<file path="src/usr_pkg.sv">
// shared constants for the status readout command block and its host controller
package usr_pkg;

  // ****************************************
  // command codes
  // ****************************************
  localparam logic [7:0] CMD_READ_FRAME = 8'hb4;  // read last frame number
  localparam logic [7:0] CMD_READ_IDENT = 8'hb5;  // read identity word
  localparam logic [7:0] CMD_READ_IRQ   = 8'hc0;  // read interrupt source word

  // ****************************************
  // identity word (values are arbitrary)
  // ****************************************
  localparam logic [7:0] IDENT_CODE_DEF   = 8'h5a;  // arbitrary part code
  localparam logic [7:0] SILICON_VER_DEF  = 8'h10;  // arbitrary, bcd "1.0"

  // ****************************************
  // field layouts
  // ****************************************
  localparam int FRAME_W        = 11;  // frame number bits 10..0
  localparam int EP_COUNT       = 16;  // ctrl out, ctrl in, endpoints 1..14
  localparam int IRQ_EP_LSB     = 8;   // ctrl out flag position
  localparam int IRQ_BUS_LIVE   = 7;   // live suspend status
  localparam int IRQ_SHORT_EOT  = 6;   // short packet end of transfer
  localparam int IRQ_PSEUDO     = 5;   // pseudo frame start
  localparam int IRQ_SOF        = 4;   // frame start seen
  localparam int IRQ_EOT        = 3;   // dma counter reached zero
  localparam int IRQ_SUSP       = 2;   // awake to suspend change
  localparam int IRQ_RESUME     = 1;   // resume seen
  localparam int IRQ_BUS_RESET  = 0;   // bus reset seen
  localparam logic [15:0] FRAME_RESET = 16'h0000;      // frame number after nrst
  localparam logic [31:0] IRQ_RESET   = 32'h00000000;  // interrupt word after nrst

  // ****************************************
  // timing
  // ****************************************
  localparam int CLK_PERIOD_NS    = 50;       // core_clk period
  localparam int PSEUDO_PERIOD_NS = 1000000;  // 1 ms pseudo frame interval
  localparam int PSEUDO_CYCLES    = PSEUDO_PERIOD_NS / CLK_PERIOD_NS;  // longest time, rounds down
  localparam int MISSED_LIMIT     = 3;        // missed frame starts before suspend

  // ****************************************
  // host controller register offsets
  // ****************************************
  localparam logic [3:0] HREG_CMD    = 4'h0;  // write: command code, starts a transfer
  localparam logic [3:0] HREG_CFG    = 4'h1;  // bit 0: 16-bit bus
  localparam logic [3:0] HREG_STATUS = 4'h2;  // bit 0: busy, bit 1: done
  localparam logic [3:0] HREG_RES_LO = 4'h3;  // result bits 15..0
  localparam logic [3:0] HREG_RES_HI = 4'h4;  // result bits 31..16
endpackage : usr_pkg

</file>
<file path="src/usr_if.sv">
// parallel command/data port between the host controller and the readout device
`timescale 1ns/1ns
interface usr_if;
  logic        cmd_data_select;  // high: command phase, low: data phase
  logic        wr_stb;           // one-cycle write strobe
  logic        rd_stb;           // one-cycle read strobe
  logic        bus_wide;         // high: 16-bit data phases
  logic [15:0] host_data;        // host to device data
  logic [15:0] dev_data;         // device to host data, valid cycle after rd_stb

  modport dev  (input cmd_data_select, wr_stb, rd_stb, bus_wide, host_data, output dev_data);
  modport host (output cmd_data_select, wr_stb, rd_stb, bus_wide, host_data, input dev_data);
endinterface : usr_if

</file>
<file path="src/usr_dev.sv">
// readout device: frame number, identity word and interrupt source word
//
// How it works
// - frame command returns last good frame number
// - frame bytes come low first, then high
// - bus reset leaves frame number undefined
// - frame word eleven bits, upper five zero
// - narrow bus: command, then two byte reads
// - wide bus: low lanes command, one word
// - identity read: code high, version low
// - version byte is bcd encoded
// - host reads all four interrupt bytes
// - endpoint flags at bits 23..8, top zero
// - bit 7 shows live suspend state
// - bit 6 set on short packet end
// - pseudo frame each 1 ms, suspend after three
// - bit 4 set on frame start
// - bit 3 set on dma count zero
// - bit 2 set on awake to suspend
// - bit 1 set on resume
// - bit 0 set on bus reset
// - each endpoint owns its own flag
// - word read clears events; endpoint via status
`timescale 1ns/1ns
module usr_dev import usr_pkg::*; #(
  parameter int          PSEUDO_CNT  = PSEUDO_CYCLES,    // cycles per pseudo frame
  parameter logic [7:0]  IDENT_CODE  = IDENT_CODE_DEF,   // arbitrary part code
  parameter logic [7:0]  SILICON_VER = SILICON_VER_DEF   // arbitrary bcd version
) (
  input  wire logic                 core_clk,        // 20 MHz core clock
  input  wire logic                 nrst,            // async reset, active low
  usr_if.dev                        port,            // host command/data port
  input  wire logic                 sof_valid,       // pulse: frame start received without error
  input  wire logic [FRAME_W-1:0]   sof_frame,       // frame number beside sof_valid
  input  wire logic                 bus_reset_det,   // pulse: bus reset seen
  input  wire logic                 resume_det,      // pulse: resume seen
  input  wire logic                 bus_idle_susp,   // level: bus in suspend condition
  input  wire logic                 short_pkt_eot,   // pulse: short packet ended transfer
  input  wire logic                 dma_eot,         // pulse: dma counter reached zero
  input  wire logic [EP_COUNT-1:0]  ep_event,        // pulses: endpoint activity, bit 0 ctrl out
  input  wire logic [EP_COUNT-1:0]  ep_status_read,  // pulses: endpoint status register read
  output logic                      suspend_entry,   // level: suspended by three missed frames
  output logic [31:0]               irq_word         // live interrupt source word
);

  // ****************************************
  // state
  // ****************************************
  logic [FRAME_W-1:0]  last_frame_number;      // last good frame number
  logic [7:0]          active_cmd;             // command from last command phase
  logic [1:0]          data_idx;               // data phase counter
  logic [31:0]         snap;                   // value held for later phases
  logic [EP_COUNT-1:0] endpoint_flags;         // one sticky flag per endpoint
  logic [6:0]          event_flags;            // sticky bits 6..0 except bit 7 slot
  logic [31:0]         pseudo_cnt;             // cycles since last frame start, pseudo frame or bus reset
  logic [1:0]          missed;                 // consecutive missed frame starts
  logic                susp_prev;              // last live suspend state
  logic [15:0]         rdata;                  // registered read data

  // ****************************************
  // decode
  // ****************************************
  wire         cmd_wr      = port.wr_stb && port.cmd_data_select;
  wire         data_rd     = port.rd_stb && !port.cmd_data_select;
  wire         first_rd    = data_rd && (data_idx == 2'd0);
  // a real frame start in the tick cycle wins, so no pseudo flag stands beside it
  wire         pseudo_tick = (pseudo_cnt == 32'(PSEUDO_CNT - 1)) && !sof_valid;
  wire         missed_out  = (missed == 2'(MISSED_LIMIT));
  // bit 7 is a live level, not sticky; a missed-frame suspend shows there too
  wire         live_susp   = bus_idle_susp || missed_out;
  wire         susp_edge   = live_susp && !susp_prev;
  wire         irq_clear   = first_rd && (active_cmd == CMD_READ_IRQ);
  wire [15:0]  frame_word  = {5'h00, last_frame_number};
  wire [15:0]  ident_word  = {IDENT_CODE, SILICON_VER};

  // interrupt word: top byte reserved zero, endpoints, live status, events
  assign irq_word = {8'h00, endpoint_flags, live_susp, event_flags[6:0]};

  // live value of the selected command, zero for unknown codes
  function automatic logic [31:0] cmd_value(input logic [7:0] c, input logic [15:0] f,
                                            input logic [15:0] id, input logic [31:0] iw);
    unique case (c)
      CMD_READ_FRAME: cmd_value = {16'h0000, f};
      CMD_READ_IDENT: cmd_value = {16'h0000, id};
      CMD_READ_IRQ:   cmd_value = iw;
      default:        cmd_value = 32'h00000000;
    endcase
  endfunction

  // first phase reads the live value, later ones the snapshot
  wire [31:0] cur_val = (data_idx == 2'd0) ? cmd_value(active_cmd, frame_word, ident_word, irq_word) : snap;
  // byte or word selected by the phase counter
  wire [7:0]  sel_byte = cur_val[8*data_idx +: 8];
  wire [15:0] sel_word = cur_val[16*data_idx[0] +: 16];
  wire [15:0] next_rdata = port.bus_wide ? sel_word : {8'h00, sel_byte};

  // read data come from a flop and stand until the next data read
  assign port.dev_data = rdata;

  // ****************************************
  // command and data phases
  // ****************************************
  // a command write restarts the phase counter; data writes are ignored
  always_ff @(posedge core_clk or negedge nrst) begin
    if (!nrst) begin
      active_cmd <= 8'h00;
      data_idx   <= 2'd0;
      snap       <= 32'h00000000;
      rdata      <= 16'h0000;
    end else begin
      if (cmd_wr) begin
        active_cmd <= port.host_data[7:0];  // high lanes ignored
        data_idx   <= 2'd0;
      end else if (data_rd) begin
        data_idx <= data_idx + 2'd1;  // wraps after four, host must finish
      end
      // only the first read sees the live value, so all phases share one word
      if (first_rd) begin
        snap <= cur_val;  // freeze so a frame start cannot mix bytes
      end
      if (data_rd) begin
        rdata <= next_rdata;
      end
    end
  end

  // ****************************************
  // frame number
  // ****************************************
  // bus reset does not touch the value: it is simply not guaranteed afterwards
  always_ff @(posedge core_clk or negedge nrst) begin
    if (!nrst) begin
      last_frame_number <= FRAME_RESET[FRAME_W-1:0];
    end else if (sof_valid) begin
      last_frame_number <= sof_frame;
    end
  end

  // ****************************************
  // pseudo frame timer
  // ****************************************
  // counts from each frame start; three misses force the suspended state
  always_ff @(posedge core_clk or negedge nrst) begin
    if (!nrst) begin
      pseudo_cnt <= 32'h00000000;
      missed     <= 2'd0;
      susp_prev  <= 1'b0;
    end else begin
      susp_prev <= live_susp;
      if (sof_valid || bus_reset_det) begin
        pseudo_cnt <= 32'h00000000;
        missed     <= 2'd0;
      end else if (pseudo_tick) begin
        pseudo_cnt <= 32'h00000000;
        if (!missed_out) begin
          missed <= missed + 2'd1;
        end
      end else if (!missed_out) begin
        pseudo_cnt <= pseudo_cnt + 32'd1;  // timer stops once suspended
      end
    end
  end

  assign suspend_entry = missed_out;

  // ****************************************
  // event flags
  // ****************************************
  // set wins over the read clear so an event in the reading cycle survives
  logic [6:0] ev_set;  // events this cycle
  always_comb begin
    ev_set = 7'h00;
    ev_set[IRQ_SHORT_EOT] = short_pkt_eot;
    ev_set[IRQ_PSEUDO]    = pseudo_tick && !missed_out;
    ev_set[IRQ_SOF]       = sof_valid;
    ev_set[IRQ_EOT]       = dma_eot;
    ev_set[IRQ_SUSP]      = susp_edge;
    ev_set[IRQ_RESUME]    = resume_det;
    ev_set[IRQ_BUS_RESET] = bus_reset_det;
  end

  always_ff @(posedge core_clk or negedge nrst) begin
    if (!nrst) begin
      event_flags <= IRQ_RESET[6:0];
    end else begin
      event_flags <= (irq_clear ? 7'h00 : event_flags) | ev_set;
    end
  end

  // one flag per endpoint, cleared only by that endpoint's status read
  // new activity in the cycle of its status read wins, so no event is lost
  generate
    for (genvar i = 0; i < EP_COUNT; i++) begin : g_ep
      always_ff @(posedge core_clk or negedge nrst) begin
        if (!nrst) begin
          endpoint_flags[i] <= 1'b0;
        end else if (ep_event[i]) begin
          endpoint_flags[i] <= 1'b1;
        end else if (ep_status_read[i]) begin
          endpoint_flags[i] <= 1'b0;
        end
      end
    end
  endgenerate

endmodule // usr_dev

</file>
<file path="src/flat_wrapper.sv">
// flat-port wrapper written by rule: the top's interface ports become plain ports
module usr_dev_flat import usr_pkg::*;
#(
  parameter int          PSEUDO_CNT  = PSEUDO_CYCLES,                              
  parameter logic [7:0]  IDENT_CODE  = IDENT_CODE_DEF,                         
  parameter logic [7:0]  SILICON_VER = SILICON_VER_DEF                           
)
  (core_clk, nrst, sof_valid, sof_frame, bus_reset_det, resume_det, bus_idle_susp, short_pkt_eot, dma_eot, ep_event, ep_status_read, suspend_entry, irq_word, port_cmd_data_select, port_wr_stb, port_rd_stb, port_bus_wide, port_host_data, port_dev_data);
  usr_if port_i ();
  input  wire logic core_clk;
  input  wire logic nrst;
  input  wire logic sof_valid;
  input  wire logic [FRAME_W-1:0] sof_frame;
  input  wire logic bus_reset_det;
  input  wire logic resume_det;
  input  wire logic bus_idle_susp;
  input  wire logic short_pkt_eot;
  input  wire logic dma_eot;
  input  wire logic [EP_COUNT-1:0] ep_event;
  input  wire logic [EP_COUNT-1:0] ep_status_read;
  output logic suspend_entry;
  output logic [31:0] irq_word;
  input wire logic [$bits(port_i.cmd_data_select)-1:0] port_cmd_data_select;
  input wire logic [$bits(port_i.wr_stb)-1:0] port_wr_stb;
  input wire logic [$bits(port_i.rd_stb)-1:0] port_rd_stb;
  input wire logic [$bits(port_i.bus_wide)-1:0] port_bus_wide;
  input wire logic [$bits(port_i.host_data)-1:0] port_host_data;
  output wire logic [$bits(port_i.dev_data)-1:0] port_dev_data;
  assign port_i.cmd_data_select = port_cmd_data_select;
  assign port_i.wr_stb = port_wr_stb;
  assign port_i.rd_stb = port_rd_stb;
  assign port_i.bus_wide = port_bus_wide;
  assign port_i.host_data = port_host_data;
  assign port_dev_data = port_i.dev_data;
  usr_dev #(.PSEUDO_CNT(PSEUDO_CNT), .IDENT_CODE(IDENT_CODE), .SILICON_VER(SILICON_VER)) u_core (.core_clk(core_clk), .nrst(nrst), .port(port_i), .sof_valid(sof_valid), .sof_frame(sof_frame), .bus_reset_det(bus_reset_det), .resume_det(resume_det), .bus_idle_susp(bus_idle_susp), .short_pkt_eot(short_pkt_eot), .dma_eot(dma_eot), .ep_event(ep_event), .ep_status_read(ep_status_read), .suspend_entry(suspend_entry), .irq_word(irq_word));
endmodule
</file>
<file path="config.mk">
export PLATFORM = sky130hd
export DESIGN_NAME = usr_dev_flat
export DESIGN_NICKNAME = d
export VERILOG_FILES = /design/src/usr_pkg.sv /design/src/usr_if.sv /design/src/usr_dev.sv /design/src/flat_wrapper.sv
export SDC_FILE = /design/constraint.sdc
export NUM_CORES = 1
export LEC_CHECK = 0
export ABC_AREA = 1
export BUFFER_PORTS_ARGS = -buffer_cell sky130_fd_sc_hd__buf_2
export CAP_MARGIN = 40
export CORE_ASPECT_RATIO = 0.6
export CORE_MARGIN = 3
export CORE_UTILIZATION = 56
export DETAILED_ROUTE_END_ITERATION = 8
export MAX_ROUTING_LAYER = met4
export PLACE_DENSITY_LB_ADDON = 0.1
export RECOVER_POWER = 25
export SYNTH_ARGS = -nofsm -noshare
export SYNTH_HDL_FRONTEND = slang
export SYNTH_SLANG_ARGS = --single-unit
</file>
<file path="constraint.sdc">
create_clock -name core_clk -period 3.2 [get_ports core_clk]
set_input_delay 0 -clock core_clk [delete_from_list [all_inputs] [get_ports core_clk]]
set_output_delay 0 -clock core_clk [all_outputs]
set_load 0.1 [all_outputs]
</file>
==> results of run 1 <==
## cells in the final DEF, fill, tap and decap left out, drive strengths merged, types with 2 or more instances in the layout
cell type	count
nand2	266
dfrtp	127
buf	109
inv	101
nor2	69
dlygate4sd3	60
o21ai	56
nand3	46
a21oi	36
o22ai	22
clkbuf	22
nand4	21
o21bai	17
nor3	16
xor2	13
conb	8
clkinv	8
nor4	6
bufinv	6
a21boi	5
a21o	3
ha	3
o21a	2
## timing repair
item                      CTS  global route
hold endpoints to repair  104             0
buffers inserted            0             0
gates resized for setup     0             0
hold buffers               60             0
## how the worst max path moves through the flow
| stage | slack (ns) | start | depth (start not counted) | end |
|---|---|---|---|---|
| 2_1_floorplan | 0.84 | u_core.missed[0]$_DFFE_PN0P_ | 10 | u_core.pseudo_cnt[24]$_DFFE_PN0P_ |
| 3_3_place_gp | 0.78 | u_core.data_idx[1]$_DFFE_PN0P_ | 10 | u_core.event_flags[5]$_DFF_PN0_ |
| 3_5_place_dp | 0.71 | u_core.data_idx[1]$_DFFE_PN0P_ | 10 | u_core.event_flags[5]$_DFF_PN0_ |
| 4_1_cts | 0.69 | u_core.data_idx[1]$_DFFE_PN0P_ | 10 | u_core.event_flags[5]$_DFF_PN0_ |
| 5_1_grt | 0.49 | u_core.data_idx[1]$_DFFE_PN0P_ | 11 | u_core.port.dev_data[1]$_DFFE_PN0P_ |
| 6_report | 0.64 | u_core.data_idx[1]$_DFFE_PN0P_ | 9 | u_core.event_flags[1]$_DFF_PN0_ |
## area by class of cell
cell class                      count  area share, %
Clock buffer                       20           5.35
Clock inverter                     12           2.71
Inverter                          104           4.66
Multi-Input combinational cell    596           33.8
Sequential cell                   127           37.2
Tap cell                          160           2.34
Timing Repair Buffer              171           13.9
## state kept, by name (all words and copies together) (netlist names)
name / count
u_core.irq_word: 16
u_core.missed: 2
u_core.snap: 32
u_core.susp_prev: 1
u_core.data_idx: 2
u_core.port.dev_data: 16
u_core.pseudo_cnt: 32
u_core.event_flags: 7
u_core.active_cmd: 8
u_core.last_frame_number: 11
## tightest hold or removal path, stage by stage
cell                      delay [ns]
sky130_fd_sc_hd__buf_2          0.24
sky130_fd_sc_hd__nand2_1        0.11
sky130_fd_sc_hd__nand2_1        0.05
## layer usage
metal / vias to the layer above / part of all wire (%) / GRT usage [%]
li1: 3083 / - / -
met1: 3034 / 46 / 48.0
met2: 331 / 41 / 44.7
met3: 20 / 11 / 9.13
met4: 0 / 0.95 / 6.96
met5: - / 0 / -
## cell families (layout without fill, tap and decap cells)
kind of cell             Yosys count  in the layout  share of synthesized area (%)
AND/OR/NAND/NOR                  426            426                           27.8
other                              1              8                         0.0564
AO/OA/AOI/OAI                    144            144                           12.6
multiplexers                       1              1                          0.169
buffers and inverters            143            307                           9.15
adder cells (fa/ha/maj)            3              3                          0.565
flip-flops                       127            127                           47.8
XOR/XNOR                          14             14                           1.84
## metrics by stage
step                setup WS (ns)  instance area (um^2)  utilization [%]  instances  power, mW
CTS                         0.689                  8540             74.6       1190       4.81
floorplan                   0.844                  6670                -        866       2.31
finish                      0.640                  8540             74.6       1190       4.81
detailed placement          0.712                  7250             63.4       1098       2.50
global placement            0.779                  7250             63.4       1098       2.48
global route                0.490                  8540             74.6       1190       4.97
## where the power goes
group	leakage (nW)	total, mW	switching, mW	internal, mW
Sequential	1.63	1.75	0.0661	1.68
Clock	0.331	2.26	0.754	1.51
Combinational	2.28	0.803	0.604	0.199
Total	4.24	4.81	1.42	3.39
==> results.toml, run 1 <==
[grt]
wire_length_of_the_first_global_routing_pass_um = 33000
global_route.overflow_total = 0
gr-usage-all-layers_pct = 32.4
grt_antenna_before_repair = 0
pin_count_of_the_biggest_net_entering_global_routing = 68
via_count_of_the_first_global_routing_pass = 6242

[sta]
final-setup-viol-count = 0
worst_hold_slack_ns = 0.0355
timing.slew.headroom_pct = -4.65
number_of_max_slew_violations_in_the_final_report = 61
finalClockSkew_ns = 0.00745
report.final.hold_viol_count = 0
timing.final.crit_period_ns = 2.56
fmaxAchievable_mhz = 391
tns_ns = 0
unrepaired_setup_endpoints_after_global_routing = "false"
max_slew.worst_pin.slew_ns = 1.57
final_min_period_over_clock_period_pct = 80.0

[critical_path]
critical-path-max-stage-delay_ns = 0.54
timing.critical_path.max_delay_family = "buffers and inverters"
timing.critical_path.cells = "inv_1 -> ha_1 -> buf_4 -> inv_2 -> nor2_2 -> inv_2 -> nor2_2 -> inv_2 -> a21o_1"
worst_setup_path_start_kind = "register"
worst_r2r_startpoint = "u_core.data_idx[1]$_DFFE_PN0P_"
worstSetupEndpointType = "register"
timing.critical_path.buf_inv = 5
critical_register_to_register_path_endpoint = "u_core.event_flags[1]$_DFF_PN0_"
critical-path-top-cell-by-count = "sky130_fd_sc_hd__inv_2"
critical_path_arrival_ns = 2.86
reg2reg_slack_ns = 0.64
timing_worst_setup_path_type = "reg2reg"
timing.critical_path.required_ns = 3.50
r2r_cells = 9
crit_fanout = 36
critPathSlowestCell = "sky130_fd_sc_hd__dfrtp_1"

[cells_and_area]
final.fill_count = 803
multi_input_gate_area_in_the_final_layout_um2 = 2890
drive_above_1_share_pct = 17.1
n_antenna_cell = 0
area.sequential_um2 = 3180
final_net_count = 1091
synthToLayoutAreaGrowth_pct = 28.5

[power]
power_density_nw_per_um2 = 564
static_leakage_nw = 4.24
irDropWorstVdd_uv = 431

[routing]
drc = 0
detailedRoute.firstIterationViolations = 575
vias_post_dr = 6468
antenna_violating_nets_post_route = 0
dr.pass1.iters = 5
routed_wl_um = 20200
avgViaCountPerCell = 5.44
wire_per_inst_um = 17.0

[cts]
cts_sinks = 127
master_cell_of_the_clock_root_buffer = "sky130_fd_sc_hd__clkbuf_16"
numCtsBuffers = 17
clk_transition_reported_paths_ns = 0.06
clkLatencyLatePin_ns = 0.42
cts_tree = "done"
ctsLongestPathBuffers = 2
htree_levels = 4

[floorplanning]
ios = 120
die_ar_um2 = 13300
die-width_um = 147
initial_utilization_pct = 58.1
std_cell_rows = 30
floorplan.die.height_um = 90.4
coreArea_um2 = 11400

[hold_path]
hold_path.class = "in2reg"
number_of_cells_on_the_worst_hold_path = 3
hold_path_startpoint = "sof_valid"
min_to = "u_core.last_frame_number[4]$_DFFE_PN0P_"

[synth]
post_synth.cell_area_avg_um2 = 7.74
synth_area_leaders = "sky130_fd_sc_hd__dfrtp_1 (48%), sky130_fd_sc_hd__nand2_1 (15%), sky130_fd_sc_hd__inv_1 (5.1%)"
synthesis_stage_register_bit_count = 127
syn-cell-area_um2 = 6650
post-synth-top-area-cell = "sky130_fd_sc_hd__dfrtp_1"
post-synth-top-count-cell = "sky130_fd_sc_hd__nand2_1"
synth.yosys.seq_area_share_pct = 47.8
postSynth.topFlopCell = "sky130_fd_sc_hd__dfrtp_1"
synthesis.instances = 859
asyncSetResetFlopFracSynth_pct = 100
synth_cell_types = 45
count_of_flip_flops_with_a_built_in_enable_after_synthesis = 0
yosys-top-cells-count = "sky130_fd_sc_hd__nand2_1 (261), sky130_fd_sc_hd__dfrtp_1 (127), sky130_fd_sc_hd__inv_1 (91)"
synth.top_cell.area_share_pct = 47.8
yosys_warnings = 0

[placement]
dpl.hpwl_um = 13700
port-buffer-count = 103
place.gp.congestion = 0.977

[run_status]
violations = "capacitance limit, slew limit"
outcome = "finished, violations left"

[job]
max_cap_violations = 1
No activity file was read; power rests on OpenSTA's default activity.
==> run 2, diff against run 1 <==
--- a/config.mk
+++ b/config.mk
@@ -5,7 +5,7 @@
 export SDC_FILE = /design/constraint.sdc
 export NUM_CORES = 1
 export LEC_CHECK = 0
-export ABC_AREA = 1
+export ABC_AREA = 0
 export BUFFER_PORTS_ARGS = -buffer_cell sky130_fd_sc_hd__buf_2
 export CAP_MARGIN = 40
 export CORE_ASPECT_RATIO = 0.6
==> constraint.sdc (replaced) <==
create_clock -name core_clk -period 2.5 [get_ports core_clk]
set_input_delay 0 -clock core_clk [delete_from_list [all_inputs] [get_ports core_clk]]
set_output_delay 0 -clock core_clk [all_outputs]
set_load 0.1 [all_outputs]
==> results.toml, run 2 <==
[routing]
wire_per_inst_um = 18.5
drc = 0
routed_wl_um = 17500
detailedRoute.firstIterationViolations = 723
antenna_violating_nets_post_route = 0
avgViaCountPerCell = 5.91
dr.pass1.iters = 5
vias_post_dr = 5584

[synth]
syn-cell-area_um2 = 6320
synth.top_cell.area_share_pct = 50.3
asyncSetResetFlopFracSynth_pct = 100
post_synth.cell_area_avg_um2 = 10.0
synth_area_leaders = "sky130_fd_sc_hd__dfrtp_1 (50%), sky130_fd_sc_hd__nand2_1 (3.9%), sky130_fd_sc_hd__mux2_2 (3.7%)"
synthesis.instances = 629
synthesis_stage_register_bit_count = 127
post-synth-top-count-cell = "sky130_fd_sc_hd__dfrtp_1"
yosys-top-cells-count = "sky130_fd_sc_hd__dfrtp_1 (127), sky130_fd_sc_hd__nand2_1 (65), sky130_fd_sc_hd__nor2_1 (48)"
synth_cell_types = 62
yosys_warnings = 0
postSynth.topFlopCell = "sky130_fd_sc_hd__dfrtp_1"
post-synth-top-area-cell = "sky130_fd_sc_hd__dfrtp_1"
count_of_flip_flops_with_a_built_in_enable_after_synthesis = 0
synth.yosys.seq_area_share_pct = 50.3

[sta]
timing.final.ws_setup_ns = 0.421
final-setup-viol-count = 0
timing.slew.headroom_pct = -9.25
final_min_period_over_clock_period_pct = 83.2
max_slew.worst_pin.slew_ns = 1.64
timing.final.crit_period_ns = 2.08
finalClockSkew_ns = 0.00958
unrepaired_setup_endpoints_after_global_routing = "false"
report.final.hold_viol_count = 0
number_of_max_slew_violations_in_the_final_report = 62
tns_ns = 0
fmaxAchievable_mhz = 481

[power]
static_leakage_nw = 3.73
power_frac_comb_pct = 19.6
p_sw_mw = 1.83
seqPwrFrac_pct = 37.7
design_power_total_mw = 5.96
power_density_nw_per_um2 = 729
pwr-share-clk_pct = 42.8
cell_internal_pwr_mw = 4.13
irDropWorstVdd_uv = 580
fraction_of_power_spent_switching_nets_pct = 30.7

[cells_and_area]
reg_top3 = "u_core.pseudo_cnt (32), u_core.snap (32)"
final_area_um2 = 8170
synthToLayoutAreaGrowth_pct = 29.2
layout.cells.most_common_list = "sky130_fd_sc_hd__dfrtp_1 (127), sky130_fd_sc_hd__buf_2 (102), sky130_fd_sc_hd__nand2_1 (65)"
layout_commonest_cell = "sky130_fd_sc_hd__dfrtp_1"
drive_above_1_share_pct = 23.4
postLayoutCoreUtil_pct = 75.8
n_antenna_cell = 0
final_net_count = 868
final.fill_count = 735
area.sequential_um2 = 3180
multi_input_gate_area_in_the_final_layout_um2 = 2840

[critical_path]
crit_fanout = 4
reg2reg_slack_ns = 0.42
worst_r2r_startpoint = "u_core.data_idx[1]$_DFFE_PN0P_"
timing_worst_setup_path_type = "reg2reg"
critPathSlowestCell = "sky130_fd_sc_hd__or4b_1"
timing.critical_path.buf_inv = 2
timing.critical_path.max_delay_family = "simple AND/OR/NAND/NOR gates"
critical_path_arrival_ns = 2.40
timing.critical_path.cells = "inv_1 -> ha_1 -> inv_1 -> or4b_1 -> o2bb2ai_1 -> mux2i_1 -> o21ai_0"
critical-path-max-stage-delay_ns = 0.54
critical-path-top-cell-by-count = "sky130_fd_sc_hd__inv_1"
r2r_cells = 7
critical_register_to_register_path_endpoint = "u_core.port.dev_data[14]$_DFFE_PN0P_"
timing.critical_path.required_ns = 2.82
worstSetupEndpointType = "register"
worst_setup_path_start_kind = "register"

[placement]
postPlaceCellArea_um2 = 6990
port-buffer-count = 103
dpl.hpwl_um = 11700
dpl_worst_slack_ns = 0.447
place.gp.congestion = 0.910

[hold_path]
hold_path.class = "in2reg"
number_of_cells_on_the_worst_hold_path = 5
min_to = "u_core.data_idx[1]$_DFFE_PN0P_"
hold_path_startpoint = "port_cmd_data_select"

[floorplanning]
initial_utilization_pct = 58.7
coreArea_um2 = 10800
floorplan.die.height_um = 88.3
std_cell_rows = 29
die_ar_um2 = 12600
ios = 120
die-width_um = 143

[cts]
cts_tree = "done"
htree_levels = 4
ctsLongestPathBuffers = 2
setup_buffers_after_cts = 0
clk_transition_reported_paths_ns = 0.06
master_cell_of_the_clock_root_buffer = "sky130_fd_sc_hd__clkbuf_16"
clkLatencyLatePin_ns = 0.42
cts_sinks = 127
numCtsBuffers = 17

[grt]
gr-usage-all-layers_pct = 30.1
wire_length_of_the_first_global_routing_pass_um = 28600
via_count_of_the_first_global_routing_pass = 5636
grt_antenna_before_repair = 0
pin_count_of_the_biggest_net_entering_global_routing = 64
global_route.overflow_total = 0

[job]
max_cap_violations = 1

[run_status]
violations = "capacitance limit, slew limit"
outcome = "finished, violations left"
[run 2: cell count changes after synthesis, sizes merged, moves of 20 or more]
cell	previous run	this run
nand2	266	66
inv	100	26
a21o	3	23
mux2	1	21
nand3	46	24
a21oi	36	9
nor2	69	48
o22ai	22	0
[run 2: power by group through the flow]
stage / registers, mW / clock network, mW / logic (mW)
after CTS: 2.24 / 2.57 / 1.15
after global placement: 2.27 / 0 / 1.05
after floorplan: 2.57 / 0 / 0.474
after detailed placement: 2.28 / 0 / 1.07
final: 2.24 / 2.55 / 1.17
after global routing: 2.25 / 2.67 / 1.24
[run 2: worst max-delay path by stage]
stage	slack, ns	startpoint	endpoint	cells after the start
global placement	0.51	u_core.data_idx[0]$_DFFE_PN0P_	u_core.port.dev_data[12]$_DFFE_PN0P_	6
detailed placement	0.45	u_core.data_idx[1]$_DFFE_PN0P_	u_core.port.dev_data[14]$_DFFE_PN0P_	7
finish	0.42	u_core.data_idx[1]$_DFFE_PN0P_	u_core.port.dev_data[14]$_DFFE_PN0P_	7
global route	0.27	u_core.data_idx[1]$_DFFE_PN0P_	u_core.port.dev_data[14]$_DFFE_PN0P_	7
floorplan	0.20	u_core.missed[0]$_DFFE_PN0P_	u_core.pseudo_cnt[12]$_DFFE_PN0P_	7
CTS	0.42	u_core.data_idx[1]$_DFFE_PN0P_	u_core.port.dev_data[14]$_DFFE_PN0P_	7
[run 2: timing repair]
item,CTS,global route
setup endpoints to repair,0,0
hold buffers,57,0
hold endpoints to repair,104,0
resized for setup,0,0
[run 2: layout make-up]
class	instances	share of cell area (%)
clock buffer	21	5.76
clock inverter	10	1.67
inverter	27	1.24
multi-input combinational	439	34.7
sequential	127	38.9
tap	139	2.13
timing repair buffer	182	15.6
[run 2: per-stage QoR]
step / cells / hold slack, ns
floorplan: 636 / -0.296
global placement: 856 / 0.133
detailed placement: 856 / 0.145
CTS: 944 / 0.0407
global route: 945 / 0.0860
finish: 945 / 0.0544
[run 2: cells by family (layout without fill, tap and decap cells)]
kind of cell    Yosys count  after routing  synth area share (%)
buf+inv                  70            240                  5.34
xor+xnor                 31             31                  4.30
flops                   127            127                  50.3
fa+ha+maj                 3              3                 0.594
simple gates            236            236                  20.2
compound gates          133            133                  14.4
mux                      28             28                  4.85
other cells               1              8                0.0593
[run 2: per-layer routing]
metal	up-vias	GRT usage [%]	wire, um
met3	24	7.78	1710
met1	2708	42.1	7930
met2	293	44.0	7620
li1	2559	-	-
met5	-	-	0
met4	0	8.46	193
[run 2: worst register-to-register path: stages (launching register included)]
cell and delay [ns]:
sky130_fd_sc_hd__dfrtp_1 0.38, sky130_fd_sc_hd__inv_1 0.14, sky130_fd_sc_hd__ha_1 0.26, sky130_fd_sc_hd__inv_1 0.07, sky130_fd_sc_hd__or4b_1 0.54, sky130_fd_sc_hd__o2bb2ai_1 0.26, sky130_fd_sc_hd__mux2i_1 0.15, sky130_fd_sc_hd__o21ai_0 0.19
